--- config.mk ---
export PLATFORM = sky130hd
export DESIGN_NAME = wosl_lock
export DESIGN_NICKNAME = d
export VERILOG_FILES = /design/src/wosl_pkg.sv /design/src/wosl_flash_if.sv /design/src/wosl_lock.sv /design/src/wosl_vote.sv /design/src/wosl_seq.sv
export SDC_FILE = /design/constraint.sdc
export NUM_CORES = 1
export LEC_CHECK = 0
export BUFFER_PORTS_ARGS = -buffer_cell sky130_fd_sc_hd__buf_2
export CAP_MARGIN = 15
export CORE_ASPECT_RATIO = 0.7
export CORE_MARGIN = 3
export CORE_UTILIZATION = 62
export DETAILED_ROUTE_END_ITERATION = 7
export GPL_TIMING_DRIVEN = 0
export PLACE_DENSITY = 0.81
export SLEW_MARGIN = 5
export SYNTH_ARGS = -nofsm -noshare
export SYNTH_HDL_FRONTEND = slang
export SYNTH_SLANG_ARGS = --single-unit
--- constraint.sdc ---
create_clock -name core_clk_i -period 8.9 [get_ports core_clk_i]
set_input_delay 0.89 -clock core_clk_i [delete_from_list [all_inputs] [get_ports core_clk_i]]
set_output_delay 0.89 -clock core_clk_i [all_outputs]
set_load 0.02 [all_outputs]
--- src/wosl_pkg.sv ---
package wosl_pkg;
	// key pattern the latch wrapper compares against; value is arbitrary
	localparam logic [31:0] KEY_PATTERN = 32'hA5C3_3C5A;
	// least count of matching bits for a lock verdict
	localparam logic [5:0] MATCH_MIN = 6'h1C;
	// register offsets on the plain register port
	localparam logic [3:0] OFS_CTRL = 4'h0;
	localparam logic [3:0] OFS_STATUS = 4'h1;
	localparam logic [3:0] OFS_VCOPY = 4'h2;
	localparam logic [3:0] OFS_CELLS = 4'h3;
	localparam logic [3:0] OFS_PROT = 4'h4;
	localparam logic [3:0] OFS_BLKSEC = 4'h5;
	localparam logic [3:0] OFS_CMD = 4'h6;
	localparam logic [3:0] OFS_ADDR = 4'h7;
	// command codes written to the command register
	localparam logic [2:0] CMD_FULL_ERASE = 3'h1;
	localparam logic [2:0] CMD_BLK_ERASE = 3'h2;
	localparam logic [2:0] CMD_BLK_PROG = 3'h3;
	localparam logic [2:0] CMD_BLK_VERIFY = 3'h4;
	localparam logic [2:0] CMD_LATCH_PROG = 3'h5;
	// status bit positions
	localparam int ST_LOCKED = 0;
	localparam int ST_VERDICT = 1;
	localparam int ST_BUSY = 2;
	localparam int ST_REFUSED = 3;
	localparam int ST_DONE = 4;
	// reset values
	localparam logic [7:0] PROT_RST = 8'h00;
	localparam logic [7:0] BLKSEC_RST = 8'hFF;
	// width of the flash block index
	localparam int BLK_W = 3;
endpackage : wosl_pkg

--- src/wosl_flash_if.sv ---
`timescale 1ns/1ns
`default_nettype none
// carries flash operation requests to the flash operation sequencer
interface wosl_flash_if;
	import wosl_pkg::*;
	logic start; // one-cycle start pulse
	logic [2:0] cmd; // operation code
	logic [BLK_W-1:0] blk; // target block index
	logic busy; // sequencer running
	logic done; // one-cycle completion pulse
	modport master (output start, output cmd, output blk, input busy, input done);
	modport slave (input start, input cmd, input blk, output busy, output done);
endinterface : wosl_flash_if
`default_nettype wire

--- src/wosl_lock.sv ---
// Our own choices: the plain strobed port and the register addresses.
`timescale 1ns/1ns
`default_nettype none
// What this block does
// (RQ1) full erase, program, verify over debug ports
// (RQ2) protection lowered only by full erase; a reset here also clears it to PROT_RST
// (RQ3) block operations gated by block security
// (RQ4) 32-bit latch with loadable volatile copy
// (RQ5) verdict one when 28 bits match
// (RQ6) locked verdict disables all debug ports
// (RQ7) locked verdict freezes latch contents forever
// (RQ8) lock needs load, program, then reset
// (RQ9) verdict sampled only during reset
// (RQ10) key write only without flash protection
// (RQ11) access stays until next reset
// (RQ12) latch readable through the serial debug port
// (RQ13) lock state changes only at reset
module wosl_lock #(
	parameter int OP_CYCLES = 4
) (
	// clock and reset
	input wire logic core_clk_i,
	input wire logic rst_i,
	// register port from the debug access logic
	input wire logic [3:0] reg_addr_i,
	input wire logic [31:0] reg_wdata_i,
	input wire logic reg_wr_i,
	input wire logic reg_rd_i,
	input wire logic reg_swd_i,
	output logic [31:0] reg_rdata_o,
	// port gating
	output logic jtag_en_o,
	output logic swd_en_o,
	output logic test_en_o,
	output logic locked_o
);
	import wosl_pkg::*;
	wosl_flash_if fl ();
	logic [31:0] vcopy; // volatile copy of the latch
	// nonvolatile latch cells; they start erased so a fresh part samples a clean open verdict
	logic [31:0] cells = 32'h0000_0000;
	logic [7:0] prot; // flash protection level
	logic [7:0] blksec; // per-block permit bits
	logic [BLK_W-1:0] blk; // block index for block commands
	logic locked; // reset-sampled verdict
	logic refused; // last command refused
	logic done_flag; // sticky operation done
	logic verdict; // live wrapper output
	logic [31:0] rdata;
	logic jtag_en, swd_en, test_en;
	logic [31:0] next_vcopy, next_cells, next_rdata;
	logic [7:0] next_prot, next_blksec;
	logic [BLK_W-1:0] next_blk;
	logic next_refused, next_done_flag;
	logic next_start;
	logic [2:0] next_cmd;
	logic start_q;
	logic [2:0] cmd_q;
	logic access_ok; // bus requests accepted
	logic cmd_wr; // command write this cycle
	logic op_ok; // command allowed
	// majority vote over the cells
	wosl_vote u_vote (
		.cells_i(cells),
		.match_o(verdict)
	);
	// flash operation sequencer
	wosl_seq #(.OP_CYCLES(OP_CYCLES)) u_seq (
		.core_clk_i(core_clk_i),
		.rst_i(rst_i),
		.fl(fl)
	);
	assign fl.start = start_q;
	assign fl.cmd = cmd_q;
	assign fl.blk = blk;
	// lock state: loaded only while reset is held, so writing the latch changes nothing now
	always_ff @(posedge core_clk_i) begin
		if (rst_i) begin
			locked <= verdict; // RQ9 RQ13 RQ8
		end
	end
	// while locked the register port ignores every request except serial reads of the cells, even after a later key write
	assign access_ok = ~locked; // RQ6 RQ11
	assign cmd_wr = access_ok && reg_wr_i && reg_addr_i == OFS_CMD;
	// decide whether the requested command may run
	always_comb begin
		op_ok = 1'b0;
		case (reg_wdata_i[2:0])
			CMD_FULL_ERASE: op_ok = 1'b1; // RQ1
			CMD_BLK_ERASE, CMD_BLK_PROG, CMD_BLK_VERIFY:
				op_ok = blksec[blk]; // RQ3
			CMD_LATCH_PROG: op_ok = (prot == PROT_RST) && ~locked; // RQ10 RQ7
			default: op_ok = 1'b0;
		endcase
		if (fl.busy) begin
			op_ok = 1'b0; // one operation at a time
		end
	end
	// next values of the register file
	always_comb begin
		next_vcopy = vcopy;
		next_cells = cells;
		next_prot = prot;
		next_blksec = blksec;
		next_blk = blk;
		next_refused = refused;
		next_done_flag = done_flag;
		next_start = 1'b0;
		next_cmd = cmd_q;
		next_rdata = 32'h0000_0000;
		if (access_ok && reg_wr_i) begin
			if (reg_addr_i == OFS_VCOPY) begin
				next_vcopy = reg_wdata_i; // RQ4
			end else if (reg_addr_i == OFS_PROT) begin
				// raising only; lowering waits for a full erase or a reset
				if (reg_wdata_i[7:0] >= prot) begin
					next_prot = reg_wdata_i[7:0]; // RQ2
				end
			end else if (reg_addr_i == OFS_BLKSEC) begin
				next_blksec = reg_wdata_i[7:0];
			end else if (reg_addr_i == OFS_ADDR) begin
				next_blk = reg_wdata_i[BLK_W-1:0];
			end else if (reg_addr_i == OFS_CTRL) begin
				// write one clears status flags
				if (reg_wdata_i[ST_REFUSED]) begin
					next_refused = 1'b0;
				end
				if (reg_wdata_i[ST_DONE]) begin
					next_done_flag = 1'b0;
				end
			end
		end
		if (cmd_wr) begin
			next_refused = ~op_ok;
			if (op_ok) begin
				next_start = 1'b1;
				next_cmd = reg_wdata_i[2:0];
			end
		end
		// completion effects; set wins over clear
		if (fl.done) begin
			next_done_flag = 1'b1;
			if (cmd_q == CMD_FULL_ERASE) begin
				next_prot = PROT_RST; // RQ2 RQ1
				next_blksec = BLKSEC_RST;
			end else if (cmd_q == CMD_LATCH_PROG) begin
				next_cells = vcopy; // RQ8 RQ4
			end
		end
		// reads: the latch stays readable over the serial debug port even when locked for identification
		if (reg_rd_i) begin
			if (reg_addr_i == OFS_CELLS && (access_ok || reg_swd_i)) begin
				next_rdata = cells; // RQ12
			end else if (access_ok) begin
				if (reg_addr_i == OFS_STATUS) begin
					next_rdata[ST_LOCKED] = locked;
					next_rdata[ST_VERDICT] = verdict;
					next_rdata[ST_BUSY] = fl.busy;
					next_rdata[ST_REFUSED] = refused;
					next_rdata[ST_DONE] = done_flag;
				end else if (reg_addr_i == OFS_VCOPY) begin
					next_rdata = vcopy;
				end else if (reg_addr_i == OFS_PROT) begin
					next_rdata = {24'h000000, prot};
				end else if (reg_addr_i == OFS_BLKSEC) begin
					next_rdata = {24'h000000, blksec};
				end else if (reg_addr_i == OFS_ADDR) begin
					next_rdata = {{(32 - BLK_W){1'b0}}, blk};
				end
			end
		end
	end
	// port enables follow the sampled lock
	always_comb begin
		jtag_en = ~locked; // RQ6
		swd_en = ~locked; // RQ6
		test_en = ~locked; // RQ6
	end
	// register everything; cells hold no reset since they model nonvolatile storage
	always_ff @(posedge core_clk_i) begin
		cells <= next_cells;
		if (rst_i) begin
			vcopy <= 32'h0000_0000;
			prot <= PROT_RST;
			blksec <= BLKSEC_RST;
			blk <= '0;
			refused <= 1'b0;
			done_flag <= 1'b0;
			start_q <= 1'b0;
			cmd_q <= 3'h0;
			rdata <= 32'h0000_0000;
			jtag_en_o <= 1'b0;
			swd_en_o <= 1'b0;
			test_en_o <= 1'b0;
			locked_o <= 1'b0;
		end else begin
			vcopy <= next_vcopy;
			prot <= next_prot;
			blksec <= next_blksec;
			blk <= next_blk;
			refused <= next_refused;
			done_flag <= next_done_flag;
			start_q <= next_start;
			cmd_q <= next_cmd;
			rdata <= next_rdata;
			jtag_en_o <= jtag_en;
			swd_en_o <= swd_en;
			test_en_o <= test_en;
			locked_o <= locked;
		end
	end
	assign reg_rdata_o = rdata;
endmodule : wosl_lock
`default_nettype wire

--- src/wosl_vote.sv ---
`timescale 1ns/1ns
`default_nettype none
// majority-vote wrapper around the nonvolatile latch cells
module wosl_vote (
	// latch contents
	input wire logic [31:0] cells_i,
	// verdict
	output logic match_o
);
	import wosl_pkg::*;
	logic [31:0] agree; // per-bit agreement with the key
	logic [5:0] count; // number of agreeing bits
	// compare each bit with the key
	genvar g;
	generate
		for (g = 0; g < 32; g++) begin : g_bit
			assign agree[g] = ~(cells_i[g] ^ KEY_PATTERN[g]);
		end
	endgenerate
	// count agreeing bits; an exact match is not required so a few failed cells still lock
	always_comb begin
		count = 6'h00;
		for (int i = 0; i < 32; i++) begin
			count = count + {5'h00, agree[i]};
		end
		match_o = (count >= MATCH_MIN); // RQ5
	end
endmodule : wosl_vote
`default_nettype wire

--- src/wosl_seq.sv ---
`timescale 1ns/1ns
`default_nettype none
// flash operation sequencer: runs one operation for a fixed number of cycles
module wosl_seq #(
	parameter int OP_CYCLES = 4
) (
	// clock and reset
	input wire logic core_clk_i,
	input wire logic rst_i,
	// request side
	wosl_flash_if.slave fl
);
	import wosl_pkg::*;
	logic [7:0] cnt; // remaining cycles
	logic [7:0] next_cnt;
	logic done_q; // completion pulse
	logic next_done;
	// next state: load on start, count down while busy
	always_comb begin
		next_cnt = cnt;
		next_done = 1'b0;
		if (fl.start && cnt == 8'h00) begin
			next_cnt = OP_CYCLES[7:0];
		end else if (cnt != 8'h00) begin
			next_cnt = cnt - 8'h01;
			next_done = (cnt == 8'h01);
		end
	end
	// register
	always_ff @(posedge core_clk_i) begin
		if (rst_i) begin
			cnt <= 8'h00;
			done_q <= 1'b0;
		end else begin
			cnt <= next_cnt;
			done_q <= next_done;
		end
	end
	assign fl.busy = (cnt != 8'h00);
	assign fl.done = done_q;
endmodule : wosl_seq
`default_nettype wire

==> results.cfg, run 1 <==
[timing]
setup_viol_count_final = 0
clock_skew_ns = 0.00684
fmax_mhz = 162
tns_ns = 0
period_share_pct = 69.5
min_period_ns = 6.18
rsz0062_at_grt = no
maxSlewViolCount = 0
worst_pin_slew_ns = 0.953
hold_violations = 0
whs_ns = 0.458
maxSlewHeadroom_pct = 36.2

[logic_synthesis]
yosysTopAreaCellShare_pct = 32.5
synth_edf_count = 33
netlist_instances = 631
syn-num-nets = 719
ys_seq_area_share_pct = 48.5
ys_seq_elements = 133
yosys.cell_types.count = 56
synth_flop_cell = dfxtp_1
syn_area_um2 = 6170
avgSynthCellArea_um2 = 9.78
synth_top_area_cell = dfxtp_1
synth.area.top_cells = dfxtp_1, edfxtp_1, fa_1
ys_warn_count = 0
synthArstFlopShare_pct = 0

[cells_and_area]
postLayoutCoreUtil_pct = 77.7
area_delta_synth_final_pct = 17.9
layout_commonest_cell = dfxtp_1
drive_above_1_share_pct = 17.3
nFillCells = 640
design_area_um2 = 7270
fin_nets = 817
n_antenna_cell = 0
layout_common_cells = dfxtp_1, nand2_1, buf_2
multi_input_area_um2 = 2810
regArea_um2 = 2990

[worst_setup_path]
cp-end-kind = flip-flop
critPathLaunchType = flip-flop
crit_type = reg -> reg
arrival_ns = 6.33
cp.required_ns = 9.05
cp_max_fo = 2

[clocking]
clockBufferDepth = 2
clk_pin_slew_ns = 0.06
cts_tree = done
cts_resized = 0
cts_setup_buffers = 0
cts_max_level = 4
holdBufCountCts = 0
clk_latency_ns = 0.41
cts_buffers = 17
cts_root_buffer = clkbuf_16
clkSinkCount = 133

[power]
power_density_nw_per_um2 = 200
vdd_drop_max_v = 0.000192
p_leak_uw = 0.00301
p_total_uw = 1450

[floorplanning]
fp.coreArea_um2 = 9360
rows = 29
die_h_um = 89.5
start_util_pct = 65.9
die_w_um = 125
dieArea_um2 = 11200
io_pins = 77

[outcome]
status = complete, no violations

[detailed_routing]
drt_wl_total_mm = 15.7
postRouteAntennaNets = 0
first_pass_iters = 5
drc = 0
drtIter0Drc = 694
vias_per_cell = 5.81
wl_per_cell_um = 18.1
num_vias = 5031

[placement]
placed_area_um2 = 6740
numPortBuffers = 76
dpl.hpwl_mm = 11.6
place.gp.congestion = 0.905

[global_routing]
antenna_found_initial = 0
grt_first_pass_wirelength_mm = 24.6
grt_max_degree = 17
globalRouteOverflowTotal = 0
grt_use_total_pct = 28.6
grt_pass1_vias = 4835

[worst_hold_path]
min_path_type = reg -> reg

[job]
cap_violations = 0
cell families (layout without fill, tap and decap cells):
kind of cell             count (synthesis)  after routing  share of synthesized area (%)
XOR/XNOR                                 9              9                           1.28
AO/OA/AOI/OAI                          115            115                           12.3
flip-flops                             133            133                           48.5
adder cells (fa/ha/maj)                 47             47                           12.6
AND/OR/NAND/NOR                        212            212                           15.9
buffers and inverters                   94            205                           6.04
multiplexers                            21             21                           3.41
layer usage:
metal / track usage, % / vias to the layer above / part of all wire, %
li1: - / 2335 / -
met1: 40.0 / 2397 / 44
met2: 43.5 / 270 / 45
met3: 7.34 / 29 / 9.8
met4: 10.8 / 0 / 1.8
met5: 0 / - / 0
critical path, stage by stage, from the launching register on:
cell      delay [ns]
edfxtp_1        0.45
fa_1            0.51
ha_1            0.30
inv_1           0.05
fa_1            0.49
inv_1           0.06
fa_1            0.48
fa_1            0.52
inv_1           0.07
fa_1            0.55
fa_1            0.45
fa_1            0.52
inv_1           0.05
fa_1            0.42
a21o_1          0.18
a21oi_1         0.28
nor2b_1         0.09
o21ai_0         0.31
nand3b_1        0.13
report_power, final:
part | total [uW] | internal, uW | switching, uW
registers | 656 | 638 | 17.9
clock network | 628 | 356 | 272
logic | 171 | 70.9 | 100
final timing paths:
kind | startpoint | endpoint | slack (ns) | cells after the start
hold reg to reg | vcopy[3]$_SDFFE_PP0P_ | cells[3]$_DFFE_PP_ | 0.46 | 0
setup / recovery | cells[1]$_DFFE_PP_ | locked$_DFFE_PP_ | 2.72 | 18
setup reg to reg | cells[1]$_DFFE_PP_ | locked$_DFFE_PP_ | 2.72 | 18
hold / removal | vcopy[3]$_SDFFE_PP0P_ | cells[3]$_DFFE_PP_ | 0.46 | 0
flip-flops by register name, indices dropped and copies added, names as in the netlist, 3 cells and up:
name and cells:
blk 3, blksec 8, cells 32, cmd_q 3
prot 8, reg_rdata_o 32, u_seq.cnt 8, vcopy 32
metrics by stage:
step / setup slack, ns / std cells
floorplan: 3.35 / 631
global placement: 3.03 / 831
detailed placement: 2.86 / 834
CTS: 2.74 / 866
global route: 2.52 / 866
finish: 2.72 / 866
synth_stat cells, drive strengths merged, types with 5 or more instances:
cell type / instances
nor3b: 5
o21ai: 10
nor2b: 5
nand2: 91
xnor2: 5
nand3: 11
edfxtp: 33
buf: 13
nor4: 8
nand2b: 11
nor2: 56
a21oi: 49
inv: 60
a22oi: 30
ha: 22
nor3: 8
mux2i: 21
clkbuf: 21
fa: 25
dfxtp: 100
final cells by class:
cell class / instances / area share, %
inverter: 60 / 3.10
multi-input combinational: 404 / 38.6
clock inverter: 15 / 1.50
sequential: 133 / 41.1
buffer: 34 / 2.03
tap: 124 / 2.13
timing repair buffer: 79 / 5.66
clock buffer: 17 / 5.85
Power figures use the tool's default switching activity.
==> run 2, diff against run 1 <==
Settings changed: ABC_AREA set to 1, CORE_UTILIZATION 62 to 53, PLACE_DENSITY 0.81 to 0.74.
Clock period 8.9 ns to 5.3 ns, I/O delays scaled along.
==> results.cfg, run 2 <==
[detailed_routing]
drtIter0Drc = 619
postRouteAntennaNets = 0
drc = 0
vias_per_cell = 5.53
wl_per_cell_um = 17.3
drt_wl_total_mm = 17.5
num_vias = 5588
first_pass_iters = 5

[cells_and_area]
n_antenna_cell = 0
design_area_um2 = 7590
nFillCells = 951
layout_common_cells = nand2_1, dfxtp_1, inv_1
area_delta_synth_final_pct = 18.8
layout_commonest_cell = nand2_1
fin_nets = 933
postLayoutCoreUtil_pct = 66.7
drive_above_1_share_pct = 19.8

[worst_setup_path]
cp.depth = 23
path_cells = fa_1 -> ha_1 -> inv_2 -> fa_1 -> inv_2 -> fa_1 -> fa_1 -> inv_2 -> fa_1 -> fa_1 -> fa_1 -> inv_1 -> fa_2 -> fa_2 -> nand3_2 -> nand3_2 -> nand2_1 -> nand2_1 -> nor2_1 -> nand2_1 -> nand3_1 -> nand2_1 -> a21oi_2
cp.required_ns = 5.65
crit_path_top_delay_cell = fa_1
critPathLaunchType = flip-flop
cp-end-kind = flip-flop
crit_type = reg -> reg
cp_num_buf_inv = 4
critPathMaxStageDelay_ns = 0.54
r2r_cells = 23
crit_path_frequent_cell = fa_1
cp_max_fo = 2
critical-path-top-delay-family = adder cells
arrival_ns = 6.29

[timing]
setup_viol_count_final = 2
min_period_ns = 5.94
whs_ns = 0.320
setup_slack_ns = -0.638
rsz0062_at_grt = yes
worst_pin_slew_ns = 0.676
fmax_mhz = 168
maxSlewViolCount = 0
period_share_pct = 112
maxSlewHeadroom_pct = 54.9
hold_violations = 0
clock_skew_ns = 0.00835

[logic_synthesis]
ys_seq_elements = 133
yosysTopAreaCellShare_pct = 31.3
synth_flop_cell = dfxtp_1
synth.area.top_cells = dfxtp_1, edfxtp_1, nand2_1
avgSynthCellArea_um2 = 8.57
synth_top_area_cell = dfxtp_1
syn-num-nets = 833
synthTopCellsByCount = nand2_1, dfxtp_1, inv_1
synth_edf_count = 33
yosysMostFrequentCell = nand2_1
netlist_instances = 745
ys_warn_count = 0
synthArstFlopShare_pct = 0
syn_area_um2 = 6390
ys_seq_area_share_pct = 46.9
yosys.cell_types.count = 32

[clocking]
cts_root_buffer = clkbuf_16
clk_latency_ns = 0.42
clockBufferDepth = 2
clk_pin_slew_ns = 0.06
cts_buffers = 17
holdBufCountCts = 0
cts_max_level = 4
clkSinkCount = 133
cts_tree = done

[worst_hold_path]
min_path_type = in -> reg
hold_path_depth = 1

[placement]
numPortBuffers = 75
placed_area_um2 = 7000
dpl.hpwl_mm = 13.0
place.gp.congestion = 0.875

[power]
power_density_nw_per_um2 = 329
p_leak_uw = 0.00326
vdd_drop_max_v = 0.000238

[outcome]
violations = negative setup slack
status = finished, violations left

[global_routing]
globalRouteOverflowTotal = 0
grt_max_degree = 17
grt_use_total_pct = 26.7
grt_pass1_vias = 5349
grt_first_pass_wirelength_mm = 27.6
antenna_found_initial = 0

[floorplanning]
die_h_um = 97.9
io_pins = 77
start_util_pct = 56.2
die_w_um = 137
fp.coreArea_um2 = 11400
dieArea_um2 = 13400
rows = 32

[job]
cap_violations = 0
run 2: cell count changes in the layout (fill, tap and decap cells not counted), moves of 9 or more:
cell	before	now
nand4_1	0	9
nand3_1	11	77
nor2_1	56	41
o21ai_0	6	27
nand2b_1	11	0
buf_4	2	13
clkbuf_1	21	10
inv_1	60	95
nand2_1	91	137
inv_2	0	10
a21oi_1	48	90
mux2i_1	21	0
a22oi_1	30	0
run 2: stage by stage:
step                setup TNS [ns]  cells  power, uW  setup slack, ns
global route                 -1.55   1011       2580           -0.817
floorplan                   -0.311    745       1290           -0.173
CTS                          -1.22   1009       2490           -0.612
global placement             -8.78    973       1360           -0.489
finish                       -1.22   1011       2500           -0.638
detailed placement           -1.21    977       1380           -0.615
run 2: final timing paths:
kind                                             endpoint  slack, ns                   from
worst min register to register         cells[5]$_DFFE_PP_       0.44  vcopy[5]$_SDFFE_PP0P_
worst max register to register  reg_rdata_o[1]$_SDFF_PP0_      -0.64     cells[3]$_DFFE_PP_
worst min-delay path                     locked$_DFFE_PP_       0.32                  rst_i
worst max-delay path            reg_rdata_o[1]$_SDFF_PP0_      -0.64     cells[3]$_DFFE_PP_
run 2: logic make-up (layout without fill, tap and decap cells):
kind of cell | count (synthesis) | count (layout) | share of synthesized area, %
compound gates | 139 | 139 | 11.4
xor+xnor | 3 | 3 | 0.411
fa+ha+maj | 47 | 47 | 12.1
buf+inv | 139 | 252 | 9.32
flops | 133 | 133 | 46.9
simple gates | 284 | 284 | 19.9
run 2: area by class of cell:
type	instances	area [um^2]	share of cell area, %
repair buffers	81	420	5.54
multi-input cells	473	2830	37.3
clock inverters	15	134	1.76
clock buffers	17	425	5.61
plain buffers	33	195	2.57
flip-flops and latches	133	2990	39.5
well taps	153	191	2.52
inverters	106	400	5.28
run 2: power by group:
group	total [uW]	switching [uW]	internal, uW
clock	1130	511	619
combinational	282	188	93.6
sequential	1090	19.6	1070
run 2: metal layers:
metal | global-route usage [%] | routed length [um]
met5 | 0 | 0
met4 | 5.90 | 229
met3 | 6.33 | 1680
met2 | 39.4 | 7500
met1 | 40.1 | 8120
run 2: repair_timing:
item | in CTS | in global routing
pin swaps | 4 | 3
buffers inserted | 0 | 2
gates resized for setup | 3 | 3
setup endpoints to repair | 2 | 2
